<file path="config.mk">
export PLATFORM = sky130hd
export DESIGN_NAME = bax_top
export DESIGN_NICKNAME = d
export VERILOG_FILES = /design/src/design/bax_pkg.sv /design/src/design/bax_top.sv /design/src/design/bax_calc.sv
export VERILOG_INCLUDE_DIRS = /design/src /design/src/design
export SDC_FILE = /design/constraint.sdc
export NUM_CORES = 1
export LEC_CHECK = 0
export ABC_CLOCK_PERIOD_IN_PS = 3980
export BUFFER_PORTS_ARGS = -buffer_cell sky130_fd_sc_hd__buf_2
export CORE_MARGIN = 10
export CORE_UTILIZATION = 41
export CTS_CLUSTER_DIAMETER = 80
export DETAILED_ROUTE_END_ITERATION = 10
export HOLD_SLACK_MARGIN = 0.08
export PLACE_DENSITY = 0.66
export SLEW_MARGIN = 20
export SYNTH_ARGS = -nofsm -noshare
export SYNTH_HDL_FRONTEND = slang
export SYNTH_SLANG_ARGS = --single-unit
</file>
<file path="constraint.sdc">
create_clock -name clk -period 3.98 [get_ports clk]
set_clock_uncertainty 0.05 [all_clocks]
set_input_delay 0.597 -clock clk [delete_from_list [all_inputs] [get_ports clk]]
set_output_delay 0.597 -clock clk [all_outputs]
set_load 0.01 [all_outputs]
</file>
<file path="src/design/bax_consts.svh">
// Purpose: Constants for the byte ALU slice
// Assumes: Included by bare name
// Notes:   Definitions only
`ifndef BAX_CONSTS_SVH
`define BAX_CONSTS_SVH
`define BAX_DATA_W      8
`define BAX_ADDR_W      7
`define BAX_ADDR_MAX    7'h7F
`define BAX_DEST_ACC    1'b0
`define BAX_DEST_REG    1'b1
`define BAX_ACC_RST     8'h00
`define BAX_ZERO_BYTE   8'h00
`define BAX_WB_RST      8'h00
`define BAX_WBA_RST     7'h00
`define BAX_STROBE_RST  1'b0
`define BAX_FLAG_RST    1'b0
`define BAX_LO_HI       3
`define BAX_HI_HI       7
`define BAX_HI_LO       4
`endif

</file>
<file path="src/design/bax_pkg.sv">
// Purpose: Types for the byte ALU slice
// Assumes: Nothing
// Notes:   Opcode select is one-hot
package bax_pkg;
  typedef enum logic [3:0] {
    BAX_OP_SUB_ACC_FROM_REG      = 4'h1,
    BAX_OP_XOR_LITERAL_INTO_ACC  = 4'h2,
    BAX_OP_NIBBLE_SWAP_REG       = 4'h4,
    BAX_OP_XOR_ACC_WITH_REG      = 4'h8
  } bax_op_e;
  typedef logic [7:0] bax_byte_t;
endpackage : bax_pkg

</file>
<file path="src/design/bax_top.sv">
// Purpose: Byte ALU slice for subtract, xor and nibble swap
// Assumes: Decode gives one-hot op with a one-cycle valid
// Notes:   Results appear one cycle after the request
// Function
// - Register minus accumulator, two's complement
// - Dest 0 to accumulator, 1 to register
// - Carry and digit carry from borrow
// - Literal xor into accumulator, zero only
// - Swap nibbles, keep flags, honour destination
// - Accumulator xor register, zero only
`include "bax_consts.svh"
`timescale 1ns/1ps
`default_nettype none
module bax_top (
  input  wire logic                  clk,
  input  wire logic                  sys_rst,
  input  wire logic                  op_valid,
  input  wire logic [3:0]            op,
  input  wire logic [6:0]            reg_addr,
  input  wire logic                  dest_sel,
  input  wire bax_pkg::bax_byte_t    reg_val,
  input  wire bax_pkg::bax_byte_t    literal,
  output var bax_pkg::bax_byte_t     acc_out,
  output var bax_pkg::bax_byte_t     wb_data,
  output logic [6:0]                 wb_addr,
  output logic                       wb_en,
  output logic                       carry_flag,
  output logic                       digit_carry_flag,
  output logic                       zero_flag
);
  bax_pkg::bax_byte_t res;
  logic               c_new;
  logic               dc_new;
  logic               cdc_upd;
  logic               z_upd;

  bax_calc u_calc (
    .op               (op),
    .acc              (acc_out),
    .reg_val          (reg_val),
    .literal          (literal),
    .result           (res),
    .carry            (c_new),
    .digit_carry_flag (dc_new),
    .cdc_upd          (cdc_upd),
    .zero_upd         (z_upd)
  );

  // Where this request's result goes
  logic               to_acc;
  logic               to_reg;
  logic               cdc_take;
  logic               z_take;

  // Accumulator state
  bax_pkg::bax_byte_t acc_q;
  bax_pkg::bax_byte_t acc_d;

  // Writeback state
  bax_pkg::bax_byte_t wbd_q;
  bax_pkg::bax_byte_t wbd_d;
  logic [6:0]         wba_q;
  logic [6:0]         wba_d;
  logic               wbe_q;
  logic               wbe_d;

  // Status flag state
  logic               c_q;
  logic               c_d;
  logic               dc_q;
  logic               dc_d;
  logic               z_q;
  logic               z_d;

  // Literal xor always lands in the accumulator, whatever the select says
  function automatic logic dest_is_reg(input logic [3:0] o, input logic d);
    dest_is_reg = (d == `BAX_DEST_REG) && (o != bax_pkg::BAX_OP_XOR_LITERAL_INTO_ACC);
  endfunction : dest_is_reg

  // Zero test on an 8-bit result
  function automatic logic is_zero(input bax_pkg::bax_byte_t v);
    is_zero = (v == `BAX_ZERO_BYTE);
  endfunction : is_zero

  // Request decode, qualified by the strobe
  always_comb begin
    to_reg   = op_valid && dest_is_reg(op, dest_sel);
    to_acc   = op_valid && !dest_is_reg(op, dest_sel);
    cdc_take = op_valid && cdc_upd;
    z_take   = op_valid && z_upd;
  end

  // Accumulator loads the result on every request not bound for the register
  // A refused opcode still loads zero here, matching the datapath default
  always_comb begin
    acc_d = acc_q;
    if (to_acc) begin
      acc_d = res;
    end
  end

  always_ff @(posedge clk or posedge sys_rst) begin
    if (sys_rst) begin
      acc_q <= `BAX_ACC_RST;
    end else begin
      acc_q <= acc_d;
    end
  end

  // Writeback data holds between writes
  // Only the strobe marks a fresh value
  always_comb begin
    wbd_d = wbd_q;
    if (to_reg) begin
      wbd_d = res;
    end
  end

  always_ff @(posedge clk or posedge sys_rst) begin
    if (sys_rst) begin
      wbd_q <= `BAX_WB_RST;
    end else begin
      wbd_q <= wbd_d;
    end
  end

  // Writeback address follows the data
  // The full 0 to 127 range passes unchanged
  always_comb begin
    wba_d = wba_q;
    if (to_reg) begin
      wba_d = reg_addr;
    end
  end

  always_ff @(posedge clk or posedge sys_rst) begin
    if (sys_rst) begin
      wba_q <= `BAX_WBA_RST;
    end else begin
      wba_q <= wba_d;
    end
  end

  // Writeback strobe pulses one cycle per register-bound result
  // It drops by default so one request cannot write twice
  always_comb begin
    wbe_d = 1'b0;
    if (to_reg) begin
      wbe_d = 1'b1;
    end
  end

  always_ff @(posedge clk or posedge sys_rst) begin
    if (sys_rst) begin
      wbe_q <= `BAX_STROBE_RST;
    end else begin
      wbe_q <= wbe_d;
    end
  end

  // Carry set means no borrow: accumulator not above register
  // Only the subtract touches it
  always_comb begin
    c_d = c_q;
    if (cdc_take) begin
      c_d = c_new;
    end
  end

  always_ff @(posedge clk or posedge sys_rst) begin
    if (sys_rst) begin
      c_q <= `BAX_FLAG_RST;
    end else begin
      c_q <= c_d;
    end
  end

  // Digit carry is the same test on the low nibbles
  // Swap and both xors leave it alone
  always_comb begin
    dc_d = dc_q;
    if (cdc_take) begin
      dc_d = dc_new;
    end
  end

  always_ff @(posedge clk or posedge sys_rst) begin
    if (sys_rst) begin
      dc_q <= `BAX_FLAG_RST;
    end else begin
      dc_q <= dc_d;
    end
  end

  // Zero follows the stored result on subtract and both xors
  // Swap leaves it alone
  always_comb begin
    z_d = z_q;
    if (z_take) begin
      z_d = is_zero(res);
    end
  end

  always_ff @(posedge clk or posedge sys_rst) begin
    if (sys_rst) begin
      z_q <= `BAX_FLAG_RST;
    end else begin
      z_q <= z_d;
    end
  end

  // Every output comes straight from its register
  assign acc_out          = acc_q;
  assign wb_data          = wbd_q;
  assign wb_addr          = wba_q;
  assign wb_en            = wbe_q;
  assign carry_flag       = c_q;
  assign digit_carry_flag = dc_q;
  assign zero_flag        = z_q;
endmodule : bax_top
`default_nettype wire

</file>
<file path="src/design/bax_calc.sv">
// Purpose: Combinational result and flag computation
// Assumes: Operands stable for the cycle
// Notes:   Flag enables tell which flags change
`include "bax_consts.svh"
`timescale 1ns/1ps
`default_nettype none
module bax_calc (
  input  wire logic [3:0]            op,
  input  wire bax_pkg::bax_byte_t    acc,
  input  wire bax_pkg::bax_byte_t    reg_val,
  input  wire bax_pkg::bax_byte_t    literal,
  output var bax_pkg::bax_byte_t     result,
  output logic                       carry,
  output logic                       digit_carry_flag,
  output logic                       cdc_upd,
  output logic                       zero_upd
);
  logic [8:0] diff;
  logic [4:0] ndiff;

  always_comb begin
    diff             = {1'b0, reg_val} - {1'b0, acc};
    ndiff            = {1'b0, reg_val[`BAX_LO_HI:0]} - {1'b0, acc[`BAX_LO_HI:0]};
    result           = 8'h00;
    cdc_upd          = 1'b0;
    zero_upd         = 1'b0;
    carry            = ~diff[8];
    digit_carry_flag = ~ndiff[4];
    unique case (op)
      bax_pkg::BAX_OP_SUB_ACC_FROM_REG: begin
        result   = diff[7:0];
        cdc_upd  = 1'b1;
        zero_upd = 1'b1;
      end
      bax_pkg::BAX_OP_XOR_LITERAL_INTO_ACC: begin
        result   = acc ^ literal;
        zero_upd = 1'b1;
      end
      bax_pkg::BAX_OP_NIBBLE_SWAP_REG: begin
        result = {reg_val[`BAX_LO_HI:0], reg_val[`BAX_HI_HI:`BAX_HI_LO]};
      end
      bax_pkg::BAX_OP_XOR_ACC_WITH_REG: begin
        result   = acc ^ reg_val;
        zero_upd = 1'b1;
      end
      default: begin
        result = 8'h00;
      end
    endcase
  end
endmodule : bax_calc
`default_nettype wire

</file>
Yosys cells after proc, flatten, opt, wreduce, memory -nomap -nowiden
Index checks and enable logic that the tools add are counted.
- word-level logic and storage cells: 30
- output and inout bits: 27
- register bits: 27
- input bits: 31
- bitwise gates (word level): 4
- add/subtract/negate cells: 2
- equality and inequality tests: 5
- multiplexer cells: 4
- reductions and logical operators: 8
- operators by type and width (kind ; count):
    $pmux 8 s4 ; 1
    $xor 8x8->8 ; 2
    $sub 8x8->9 ; 1
    $logic_not 8->1 ; 1
    $logic_and 1x1->1 ; 5
    $sub 4x4->5 ; 1
    $eq 4x1->1 const B ; 1
    $eq 4x2->1 const B ; 1
    $eq 4x3->1 const B ; 1
    $eq 4x4->1 const B ; 1
    $ne 4x2->1 const B ; 1
    $mux 1 ; 3
    $reduce_or 3->1 ; 1
    $not 1->1 ; 2
    $logic_not 1->1 ; 1

Logic depth before layout (Yosys ltp)
Gate-level depths: netlist of the first run.
- depth in word-level cells: 4
- mapped depth: 10
- depth with buffers taken out: 10

Hierarchy
From an unflattened synthesis of the first run, not the netlist that was laid out.
- cells, all modules: 156
- area total of the unflattened synthesis: 1764.2 sq um
- modules (own cells, without submodules) (module ; instances ; cells an instance ; area an instance (sq um) ; seq. area each (sq um)):
    bax_top ; 1 ; 66 ; 1084.8 ; 675.6
    bax_calc ; 1 ; 90 ; 679.4 ; 0.0

Worst setup path after synthesis of the first run
OpenSTA, ideal clock, no wires.
- kind: input to register
- start point: input port reg_val[0]
- end point: register z_q (netlist: zero_flag)
- path slack: 1.464 ns
- buffers on the path: 0
- stages on the path: 10
- library setup time: 0.066 ns
- data arrival time: 2.400 ns
- required time: 3.864 ns
- cell sequence: inv_1 -> ha_1 -> inv_1 -> fa_1 -> a211oi_1 -> o21bai_1 -> a21oi_1 -> a221oi_1 -> and4_1 -> a41o_1
- word-level cells in the longest chain between the ends: 3
- elaborated cells between the ends (all ways): 4
- classes of those cells: add/sub (1); mux (1); bitwise (1); reduce/logical (1)
- RTL lines (item ; RTL line ; source):
    start, declared ; bax_top.sv:21 ; input wire bax_pkg::bax_byte_t reg_val,
    $sub 8x8->9 / $xor 8x8->8 (equally long branches) ; bax_calc.sv:22, bax_calc.sv:43 ;
    $pmux 8 s4 (*) ; bax_calc.sv:29 ; unique case (op)
    $logic_not 8->1 (no source line) (*) ; - ;
    end signal, assigned ; bax_top.sv:206 ; z_q <= `BAX_FLAG_RST;
    end signal, assigned ; bax_top.sv:208 ; z_q <= z_d;
    end, declared ; bax_top.sv:72 ; logic z_q;
Every way passes the cells marked *; elsewhere a longest branch is shown, timed or not.
A chain may end at the register's enable or synchronous reset.

Worst setup path after layout of the first run
Same ends and word-level chain as after synthesis.

==> impl_metrics.env, run 1 <==
export IMPL_drt_wl_total_mm=5.304
export IMPL_hold_ws_ps=354.9
export IMPL_peakVddDrop_mv=0.3158
export IMPL_drt_iter0_drc=134
export IMPL_first_global_vias=1729
export IMPL_crit_fanout=4
export IMPL_synth_edf_count=0
export IMPL_rsz0062_at_grt="false"
export IMPL_worstMarginPinSlew_ps=956.8
export IMPL_clock_latency_ps=270
export IMPL_synth_top_area_share_pct=36.36
export IMPL_initial_utilization_pct=42.38
export IMPL_clock_path_buffers=2
export IMPL_yosysUniqueCellTypes=48
export IMPL_syn_area_per_cell_um2=9.384
export IMPL_synth_ff_type="dfrtp_1"
export IMPL_cts_buffers=3
export IMPL_row_count=24
export IMPL_multi_input_area_mm2=0.001072
export IMPL_status="complete, no violations"
export IMPL_ios=58
export IMPL_wire_per_inst_um=17.56
export IMPL_synth_compound_area_share_pct=22.56
export IMPL_finalSetupTns_ps=0
export IMPL_antenna_found_initial=0
export IMPL_fin_nets=292
export IMPL_cts_tree="built"
export IMPL_io_buffer_count=57
export IMPL_cts_sinks=27
export IMPL_postRouteAntennaNets=0
export IMPL_die_x_um=87.32
export IMPL_drv_slew=0
export IMPL_hpwlAfterDp_mm=4.267
export IMPL_synth_fp_nets=239
export IMPL_start_kind="primary input"
export IMPL_layout_common_cells="buf_2, dfrtp_1, o21ai_0"
export IMPL_fmax_mhz=375.9
export IMPL_crit_path_end_kind="flip-flop"
export IMPL_synth_seq_area_share_pct=36.36
export IMPL_finalSetupViolCount=0
export IMPL_track_usage_pct=13.66
export IMPL_root_buffer="clkbuf_8"
export IMPL_post_route_drc_count=0
export IMPL_htree_num_levels=1
export IMPL_grt_pass1_wl_mm=8.466
export IMPL_dieArea_mm2=0.007625
export IMPL_final_util_pct=50.26
export IMPL_instances_no_fill=302
export IMPL_synthToLayoutAreaGrowth_pct=18.59
export IMPL_hold_viol_final=0
export IMPL_fin_crit_ps=2660
export IMPL_r2r_end="zero_flag$_DFFE_PP0P_"
export IMPL_period_share_pct=66.84
export IMPL_cts_resized_gates=0
export IMPL_cellLeakagePower_nw=1.048
export IMPL_synth_top_cell_by_area="dfrtp_1"
export IMPL_drive_gt1_share_pct=30.40
export IMPL_synthArstFlopShare_pct=100.0
export IMPL_die_y_um=87.32
export IMPL_yosysWarnings=0
export IMPL_critPathKind="in -> reg"
export IMPL_rr_worst_depth=9
export IMPL_synth_area_mm2=0.001858
export IMPL_drv_cap=0
export IMPL_cp_required_ps=4140
export IMPL_yosys_top_cells_area="dfrtp_1, o21ai_0, ha_1, nand2_1, mux2_2"
export IMPL_min_path_type="in -> async"
export IMPL_slew_limit_headroom_pct=35.31
export IMPL_regArea_um2=675.6
export IMPL_critPathArrivalTime_ps=2820
export IMPL_p_total_uw=950.6
export IMPL_p_per_area_mw_per_mm2=431.4
export IMPL_first_pass_iters=4
export IMPL_path_clk_slew_ps=80
export IMPL_antenna_cells=0
export IMPL_grt_max_degree=28
export IMPL_yosys_area_share_simple_pct=16.70
export IMPL_synth_top_family_by_area="compound AO/OA/AOI/OAI gates"
export IMPL_ff2ff_setup_slack_ps=1330
export IMPL_ys_ff_latch=27
export IMPL_synth_fa_ha_area_share_pct=7.138
export IMPL_synth_xor_area_share_pct=3.300
export IMPL_place_inst=298
export IMPL_final_common_cell="buf_2"
export IMPL_num_vias=1693
export IMPL_r2r_start="acc_out[0]$_DFFE_PP0P_"
export IMPL_core_area_mm2=0.004384
export IMPL_synth_mux_area_share_pct=8.013
export IMPL_drt_vias_per_instance=5.606
export IMPL_synthCells=198
export IMPL_nFillCells=447
export IMPL_grt_overflow=0
export IMPL_postCtsSetupBuffers=0
export IMPL_cts_hold_buffers_added=0
export IMPL_place_congestion=0.9005
==> cells by family after synthesis <==
group	after synthesis
compound gates	60
simple gates	56
flops	27
buf+inv	24
mux	14
fa+ha+maj	10
xor+xnor	7
==> worst max-delay path: stages <==
cell and delay [ps]:
buf_2 130, inv_1 80, ha_1 140, inv_1 50, fa_1 390, a211oi_1 370, o21bai_1 210, a21oi_1 100
a221oi_1 350, and4_1 240, a41o_1 160
==> final cells by class <==
cell class,instances,share of cell area [%]
Sequential cell,27,30.66
Clock buffer,4,2.044
Tap cell,52,2.953
Inverter,14,2.385
Timing Repair Buffer,58,13.29
Multi-Input combinational cell,147,48.67
==> state kept, by name (all words and copies together) (netlist names) <==
signal,flops
wb_addr,7
digit_carry_flag,1
acc_out,8
zero_flag,1
carry_flag,1
wb_en,1
wb_data,8
==> per-stage QoR <==
| stage | setup slack (ps) | instance area, um^2 |
|---|---|---|
| 3_3_place_gp | 1080 | 2158 |
| 6_report | 1320 | 2203 |
| 4_1_cts | 1350 | 2203 |
| 2_1_floorplan | 1464 | 1858 |
| 3_5_place_dp | 1054 | 2158 |
| 5_1_grt | 1165 | 2203 |
==> worst max path at each step <==
stage	startpoint	to	slack, ps	depth (start not counted)
floorplan	reg_val[0]	zero_flag$_DFFE_PP0P_	1460	10
CTS	reg_val[0]	zero_flag$_DFFE_PP0P_	1350	11
global placement	reg_val[0]	zero_flag$_DFFE_PP0P_	1080	11
global route	acc_out[0]$_DFFE_PP0P_	zero_flag$_DFFE_PP0P_	1170	9
detailed placement	reg_val[0]	zero_flag$_DFFE_PP0P_	1050	11
finish	reg_val[0]	zero_flag$_DFFE_PP0P_	1320	11
==> cell usage after synthesis (4+ instances only) <==
library cell and number:
xnor2_1 5, mux2i_1 7, a21oi_1 6, o21ai_0 25, nand2_1 24, buf_2 4, clkbuf_1 4, inv_1 14
ha_1 9, mux2_2 7, nor2_1 7, dfrtp_1 27
==> layer usage <==
metal,global-route usage (%),part of all wire (%),vias up
met5,0,0,-
met4,4.493,1.5,0
met3,4.307,9.3,7
met2,21.43,45,71
met1,17.23,44,791
li1,-,-,824
==> power breakdown <==
group          switching (mW)  total, mW  internal, mW
Clock                  0.0780      0.150        0.0716
Combinational           0.231      0.422         0.190
Sequential             0.0475      0.379         0.332
Total                   0.357      0.951         0.594
(Power assumes the default switching activity.)
==> inputs of run 2 (changes only) <==
--- a/config.mk
+++ b/config.mk
@@ -6,14 +6,14 @@
 export SDC_FILE = /design/constraint.sdc
 export NUM_CORES = 1
 export LEC_CHECK = 0
-export ABC_CLOCK_PERIOD_IN_PS = 3980
+export ABC_CLOCK_PERIOD_IN_PS = 2400
 export BUFFER_PORTS_ARGS = -buffer_cell sky130_fd_sc_hd__buf_2
 export CORE_MARGIN = 10
 export CORE_UTILIZATION = 41
 export CTS_CLUSTER_DIAMETER = 80
 export DETAILED_ROUTE_END_ITERATION = 10
 export HOLD_SLACK_MARGIN = 0.08
-export PLACE_DENSITY = 0.66
+export PLACE_DENSITY = 0.69
 export SLEW_MARGIN = 20
 export SYNTH_ARGS = -nofsm -noshare
 export SYNTH_HDL_FRONTEND = slang
==> constraint.sdc (replaced) <==
create_clock -name clk -period 2.4 [get_ports clk]
set_clock_uncertainty 0.05 [all_clocks]
set_input_delay 0.36 -clock clk [delete_from_list [all_inputs] [get_ports clk]]
set_output_delay 0.36 -clock clk [all_outputs]
set_load 0.01 [all_outputs]
==> impl_metrics.env, run 2 (synthesized netlist as in run 1, its figures left out) <==
export IMPL_post_route_drc_count=0
export IMPL_crit_path_end_kind="flip-flop"
export IMPL_post_dp_cell_area_mm2=0.002479
export IMPL_ios=58
export IMPL_antenna_found_initial=0
export IMPL_dieArea_mm2=0.007625
export IMPL_cellLeakagePower_nw=1.275
export IMPL_hpwlAfterDp_mm=4.513
export IMPL_min_path_type="in -> async"
export IMPL_synthToLayoutAreaGrowth_pct=38.99
export IMPL_postRouteAntennaNets=0
export IMPL_grt_overflow=0
export IMPL_swShare_pct=36.08
export IMPL_cts_buffers=3
export IMPL_drv_slew=0
export IMPL_fmax_mhz=430.0
export IMPL_final_area_mm2=0.002582
export IMPL_drt_iter0_drc=128
export IMPL_fin_crit_ps=2326
export IMPL_p_switching_uw=644.6
export IMPL_hold_viol_final=0
export IMPL_cts_tree="built"
export IMPL_cp_required_ps=2510
export IMPL_finalSetupViolCount=0
export IMPL_track_usage_pct=14.34
export IMPL_first_global_vias=1882
export IMPL_die_x_um=87.32
export IMPL_nFillCells=384
export IMPL_critPathArrivalTime_ps=2430
export IMPL_seqPwrFrac_pct=33.8
export IMPL_worstMarginPinSlew_ps=440.2
export IMPL_instances_no_fill=343
export IMPL_slew_limit_headroom_pct=70.58
export IMPL_drive_gt1_share_pct=43.30
export IMPL_grt_pass1_wl_mm=9.059
export IMPL_place_congestion=0.9330
export IMPL_intPower_mw=1.142
export IMPL_drt_wl_total_mm=5.510
export IMPL_critPathKind="reg -> reg"
export IMPL_die_y_um=87.32
export IMPL_wire_per_inst_um=16.06
export IMPL_grt_max_degree=28
export IMPL_fin_nets=333
export IMPL_num_vias=1816
export IMPL_r2r_start="acc_out[0]$_DFFE_PP0P_"
export IMPL_first_pass_iters=4
export IMPL_row_count=24
export IMPL_combPwrFrac_pct=52.4
export IMPL_p_per_area_mw_per_mm2=691.8
export IMPL_initial_utilization_pct=42.38
export IMPL_cts_sinks=27
export IMPL_r2r_end="zero_flag$_DFFE_PP0P_"
export IMPL_drt_vias_per_instance=5.294
export IMPL_crit_fanout=2
export IMPL_dp_slack_ps=-206.7
export IMPL_rsz0062_at_grt="false"
export IMPL_final_common_cell="buf_2"
export IMPL_clock_path_buffers=2
export IMPL_path_clk_slew_ps=80
export IMPL_root_buffer="clkbuf_8"
export IMPL_core_area_mm2=0.004384
export IMPL_place_inst=339
export IMPL_antenna_cells=0
export IMPL_period_share_pct=96.90
export IMPL_io_buffer_count=57
export IMPL_status="complete, no violations"
export IMPL_clkPwrFrac_pct=13.8
export IMPL_clock_latency_ps=260
export IMPL_htree_num_levels=1
export IMPL_layout_common_cells="buf_2, buf_4, dfrtp_1"
export IMPL_start_kind="flip-flop"
export IMPL_peakVddDrop_mv=0.4251
export IMPL_rr_worst_depth=9
export IMPL_setup_ws_ps=74.29
export IMPL_ff2ff_setup_slack_ps=70
export IMPL_drv_cap=0
-- run 2: layout make-up --
| type | count | area (um^2) | share of cell area [%] |
|---|---|---|---|
| repair buffers | 99 | 613.1 | 23.74 |
| well taps | 52 | 65.06 | 2.519 |
| clock buffers | 4 | 45.04 | 1.744 |
| multi-input cells | 147 | 1131 | 43.80 |
| inverters | 14 | 52.55 | 2.035 |
| flip-flops and latches | 27 | 675.6 | 26.16 |
-- run 2: routing by layer --
metal  GRT usage [%]  wire length, um
met1           19.08             2496
met2           22.62             2483
met3           4.213              490
met4           2.319               39
met5               0                0
-- run 2: how the worst max path moves through the flow --
stage / startpoint / to / slack (ps)
after floorplan: acc_out[2]$_DFFE_PP0P_ / zero_flag$_DFFE_PP0P_ / 20
after global placement: reg_val[1] / zero_flag$_DFFE_PP0P_ / -120
after detailed placement: reg_val[0] / zero_flag$_DFFE_PP0P_ / -210
after CTS: acc_out[1]$_DFFE_PP0P_ / zero_flag$_DFFE_PP0P_ / 0.3
after global routing: acc_out[0]$_DFFE_PP0P_ / zero_flag$_DFFE_PP0P_ / 7
final: acc_out[0]$_DFFE_PP0P_ / zero_flag$_DFFE_PP0P_ / 70
-- run 2: timing repair --
item,in CTS,in global routing
hold endpoints to repair,0,0
buffers inserted,0,0
hold buffers,0,0
setup endpoints to repair,2,7
pin swaps,0,2
resized for setup,3,11
gates cloned,0,0
-- run 2: power groups by stage --
| stage | clock (mW) | combinational (mW) | sequential [mW] |
|---|---|---|---|
| 3_3_place_gp | 0 | 0.875 | 0.607 |
| 5_1_grt | 0.278 | 1.03 | 0.617 |
| 4_1_cts | 0.258 | 0.900 | 0.605 |
| 3_5_place_dp | 0 | 0.879 | 0.614 |
| 6_report | 0.246 | 0.936 | 0.605 |
| 2_1_floorplan | 0 | 0.415 | 0.670 |
-- run 2: critical path, cell delays in order (launching register included) --
cell,delay [ps]
dfrtp_1,390
ha_1,160
inv_1,50
fa_2,520
inv_1,40
a2bb2oi_1,140
o32a_1,320
and3b_1,180
and4_1,170
a41o_1,200
-- run 2: through the flow --
stage	power, mW	TNS [ps]	hold WS (ps)	util (%)
4_1_cts	1.763	0	90.42	57.93
2_1_floorplan	1.085	0	362.7	-
5_1_grt	1.930	0	109.0	58.90
3_5_place_dp	1.493	-669.0	385.4	56.54
3_3_place_gp	1.482	-294.9	384.3	56.54
6_report	1.787	0	84.32	58.90
==> inputs of run 3 (changes only) <==
--- a/config.mk
+++ b/config.mk
@@ -7,13 +7,12 @@
 export NUM_CORES = 1
 export LEC_CHECK = 0
 export ABC_CLOCK_PERIOD_IN_PS = 2400
-export BUFFER_PORTS_ARGS = -buffer_cell sky130_fd_sc_hd__buf_2
 export CORE_MARGIN = 10
 export CORE_UTILIZATION = 41
 export CTS_CLUSTER_DIAMETER = 80
 export DETAILED_ROUTE_END_ITERATION = 10
+export DONT_BUFFER_PORTS = 1
 export HOLD_SLACK_MARGIN = 0.08
-export PLACE_DENSITY = 0.69
 export SLEW_MARGIN = 20
 export SYNTH_ARGS = -nofsm -noshare
 export SYNTH_HDL_FRONTEND = slang
==> impl_metrics.env, run 3 (synthesized netlist as in run 1, its figures left out) <==
export IMPL_track_usage_pct=14.12
export IMPL_place_congestion=0.8930
export IMPL_crit_fanout=3
export IMPL_fin_crit_ps=2365
export IMPL_final_area_mm2=0.002167
export IMPL_period_share_pct=98.53
export IMPL_nFillCells=419
export IMPL_status="complete, no violations"
export IMPL_regArea_um2=675.6
export IMPL_synthToLayoutAreaGrowth_pct=16.63
export IMPL_root_buffer="clkbuf_8"
export IMPL_p_per_area_mw_per_mm2=737.6
export IMPL_hpwlAfterDp_mm=4.496
export IMPL_drive_gt1_share_pct=24.77
export IMPL_first_global_vias=1644
export IMPL_htree_num_levels=1
export IMPL_cellLeakagePower_nw=0.9417
export IMPL_first_pass_iters=4
export IMPL_antenna_cells=0
export IMPL_crit_path_end_kind="flip-flop"
export IMPL_fmax_mhz=422.9
export IMPL_hold_ws_ps=184.8
export IMPL_dp_slack_ps=-95.51
export IMPL_min_path_type="in -> reg"
export IMPL_post_route_drc_count=0
export IMPL_layout_common_cells="dfrtp_1, buf_4, nand2_1"
export IMPL_die_y_um=87.32
export IMPL_initial_utilization_pct=42.38
export IMPL_peakVddDrop_mv=0.3907
export IMPL_path_clk_slew_ps=90
export IMPL_hold_viol_final=0
export IMPL_io_buffer_count=0
export IMPL_antenna_found_initial=0
export IMPL_dieArea_mm2=0.007625
export IMPL_multi_input_area_mm2=0.001127
export IMPL_die_x_um=87.32
export IMPL_drv_cap=0
export IMPL_drt_wl_total_mm=5.499
export IMPL_post_dp_cell_area_mm2=0.002061
export IMPL_fin_nets=260
export IMPL_grt_max_degree=28
export IMPL_core_area_mm2=0.004384
export IMPL_postRouteAntennaNets=0
export IMPL_final_util_pct=49.43
export IMPL_clock_latency_ps=270
export IMPL_grt_overflow=0
export IMPL_drt_iter0_drc=79
export IMPL_cts_buffers=3
export IMPL_wire_per_inst_um=20.37
export IMPL_finalSetupViolCount=0
export IMPL_grt_pass1_wl_mm=8.707
export IMPL_cp_required_ps=2510
export IMPL_finalSetupTns_ps=0
export IMPL_drv_slew=0
export IMPL_ff2ff_setup_slack_ps=40
export IMPL_critPathKind="reg -> reg"
export IMPL_postCtsSetupBuffers=0
export IMPL_clock_path_buffers=2
export IMPL_slew_limit_headroom_pct=69.92
export IMPL_final_common_cell="dfrtp_1"
export IMPL_num_vias=1616
export IMPL_setup_ws_ps=35.33
export IMPL_drt_vias_per_instance=5.985
export IMPL_start_kind="flip-flop"
export IMPL_row_count=24
export IMPL_worstMarginPinSlew_ps=449.9
export IMPL_ios=58
export IMPL_rsz0062_at_grt="true"
export IMPL_cts_sinks=27
export IMPL_critPathArrivalTime_ps=2480
export IMPL_cts_tree="built"
## run 3: cell count changes in the layout (fill, tap and decap cells not counted), moves of 2 or more
cell | previous run | this run
buf_2 | 57 | 0
buf_4 | 41 | 25
o21ai_0 | 24 | 22
o21ai_1 | 1 | 3
or4b_2 | 0 | 2
or4b_4 | 2 | 0
## run 3: final cells by class
cell class / count / share of cell area [%]
Multi-Input combinational cell: 147 / 52.02
Inverter: 14 / 2.425
Sequential cell: 27 / 31.18
Clock buffer: 3 / 1.905
Tap cell: 52 / 3.002
Clock inverter: 1 / 0.3464
Timing Repair Buffer: 26 / 9.122
## run 3: path summary, 6_finish.rpt
path,startpoint,end,cells past startpoint
setup / recovery,acc_out[0]$_DFFE_PP0P_,zero_flag$_DFFE_PP0P_,9
hold / removal,reg_addr[6],wb_addr[6]$_DFFE_PP0P_,1
setup reg to reg,acc_out[0]$_DFFE_PP0P_,zero_flag$_DFFE_PP0P_,9
hold reg to reg,wb_data[0]$_DFFE_PP0P_,wb_data[0]$_DFFE_PP0P_,2
max in group asynchronous,sys_rst,acc_out[7]$_DFFE_PP0P_,3
min in group asynchronous,sys_rst,wb_en$_DFF_PP0_,3
## run 3: power breakdown
group	internal, mW	total (mW)	switching, mW
logic	0.331	0.687	0.356
clock network	0.118	0.255	0.138
registers	0.551	0.656	0.105
total	0.999	1.60	0.599
## run 3: routing by layer
metal | track usage (%) | vias up | share of wire (%)
li1 | - | 761 | -
met1 | 15.82 | 789 | 39
met2 | 22.95 | 60 | 47
met3 | 6.835 | 6 | 13
met4 | 4.493 | 0 | 1.0
met5 | 0 | - | 0
## run 3: critical path, cell delays in order (launching register included)
cell,delay [ps]
dfrtp_1,370
ha_2,180
inv_2,40
fa_2,540
inv_1,40
a2bb2oi_1,130
o32a_1,340
and3b_1,180
and4_1,170
a41o_1,220
## run 3: repair_timing
item	in CTS	in global routing
endpoints found under the hold margin	27	0
setup endpoints to repair	3	7
resized for setup	10	5
pin swaps	7	2
hold buffers	1	0
## run 3: metrics by stage
stage | std cells | power [mW]
6_report | 270 | 1.598
5_1_grt | 270 | 1.723
4_1_cts | 270 | 1.599
3_5_place_dp | 266 | 1.306
3_3_place_gp | 266 | 1.292
2_1_floorplan | 198 | 1.085
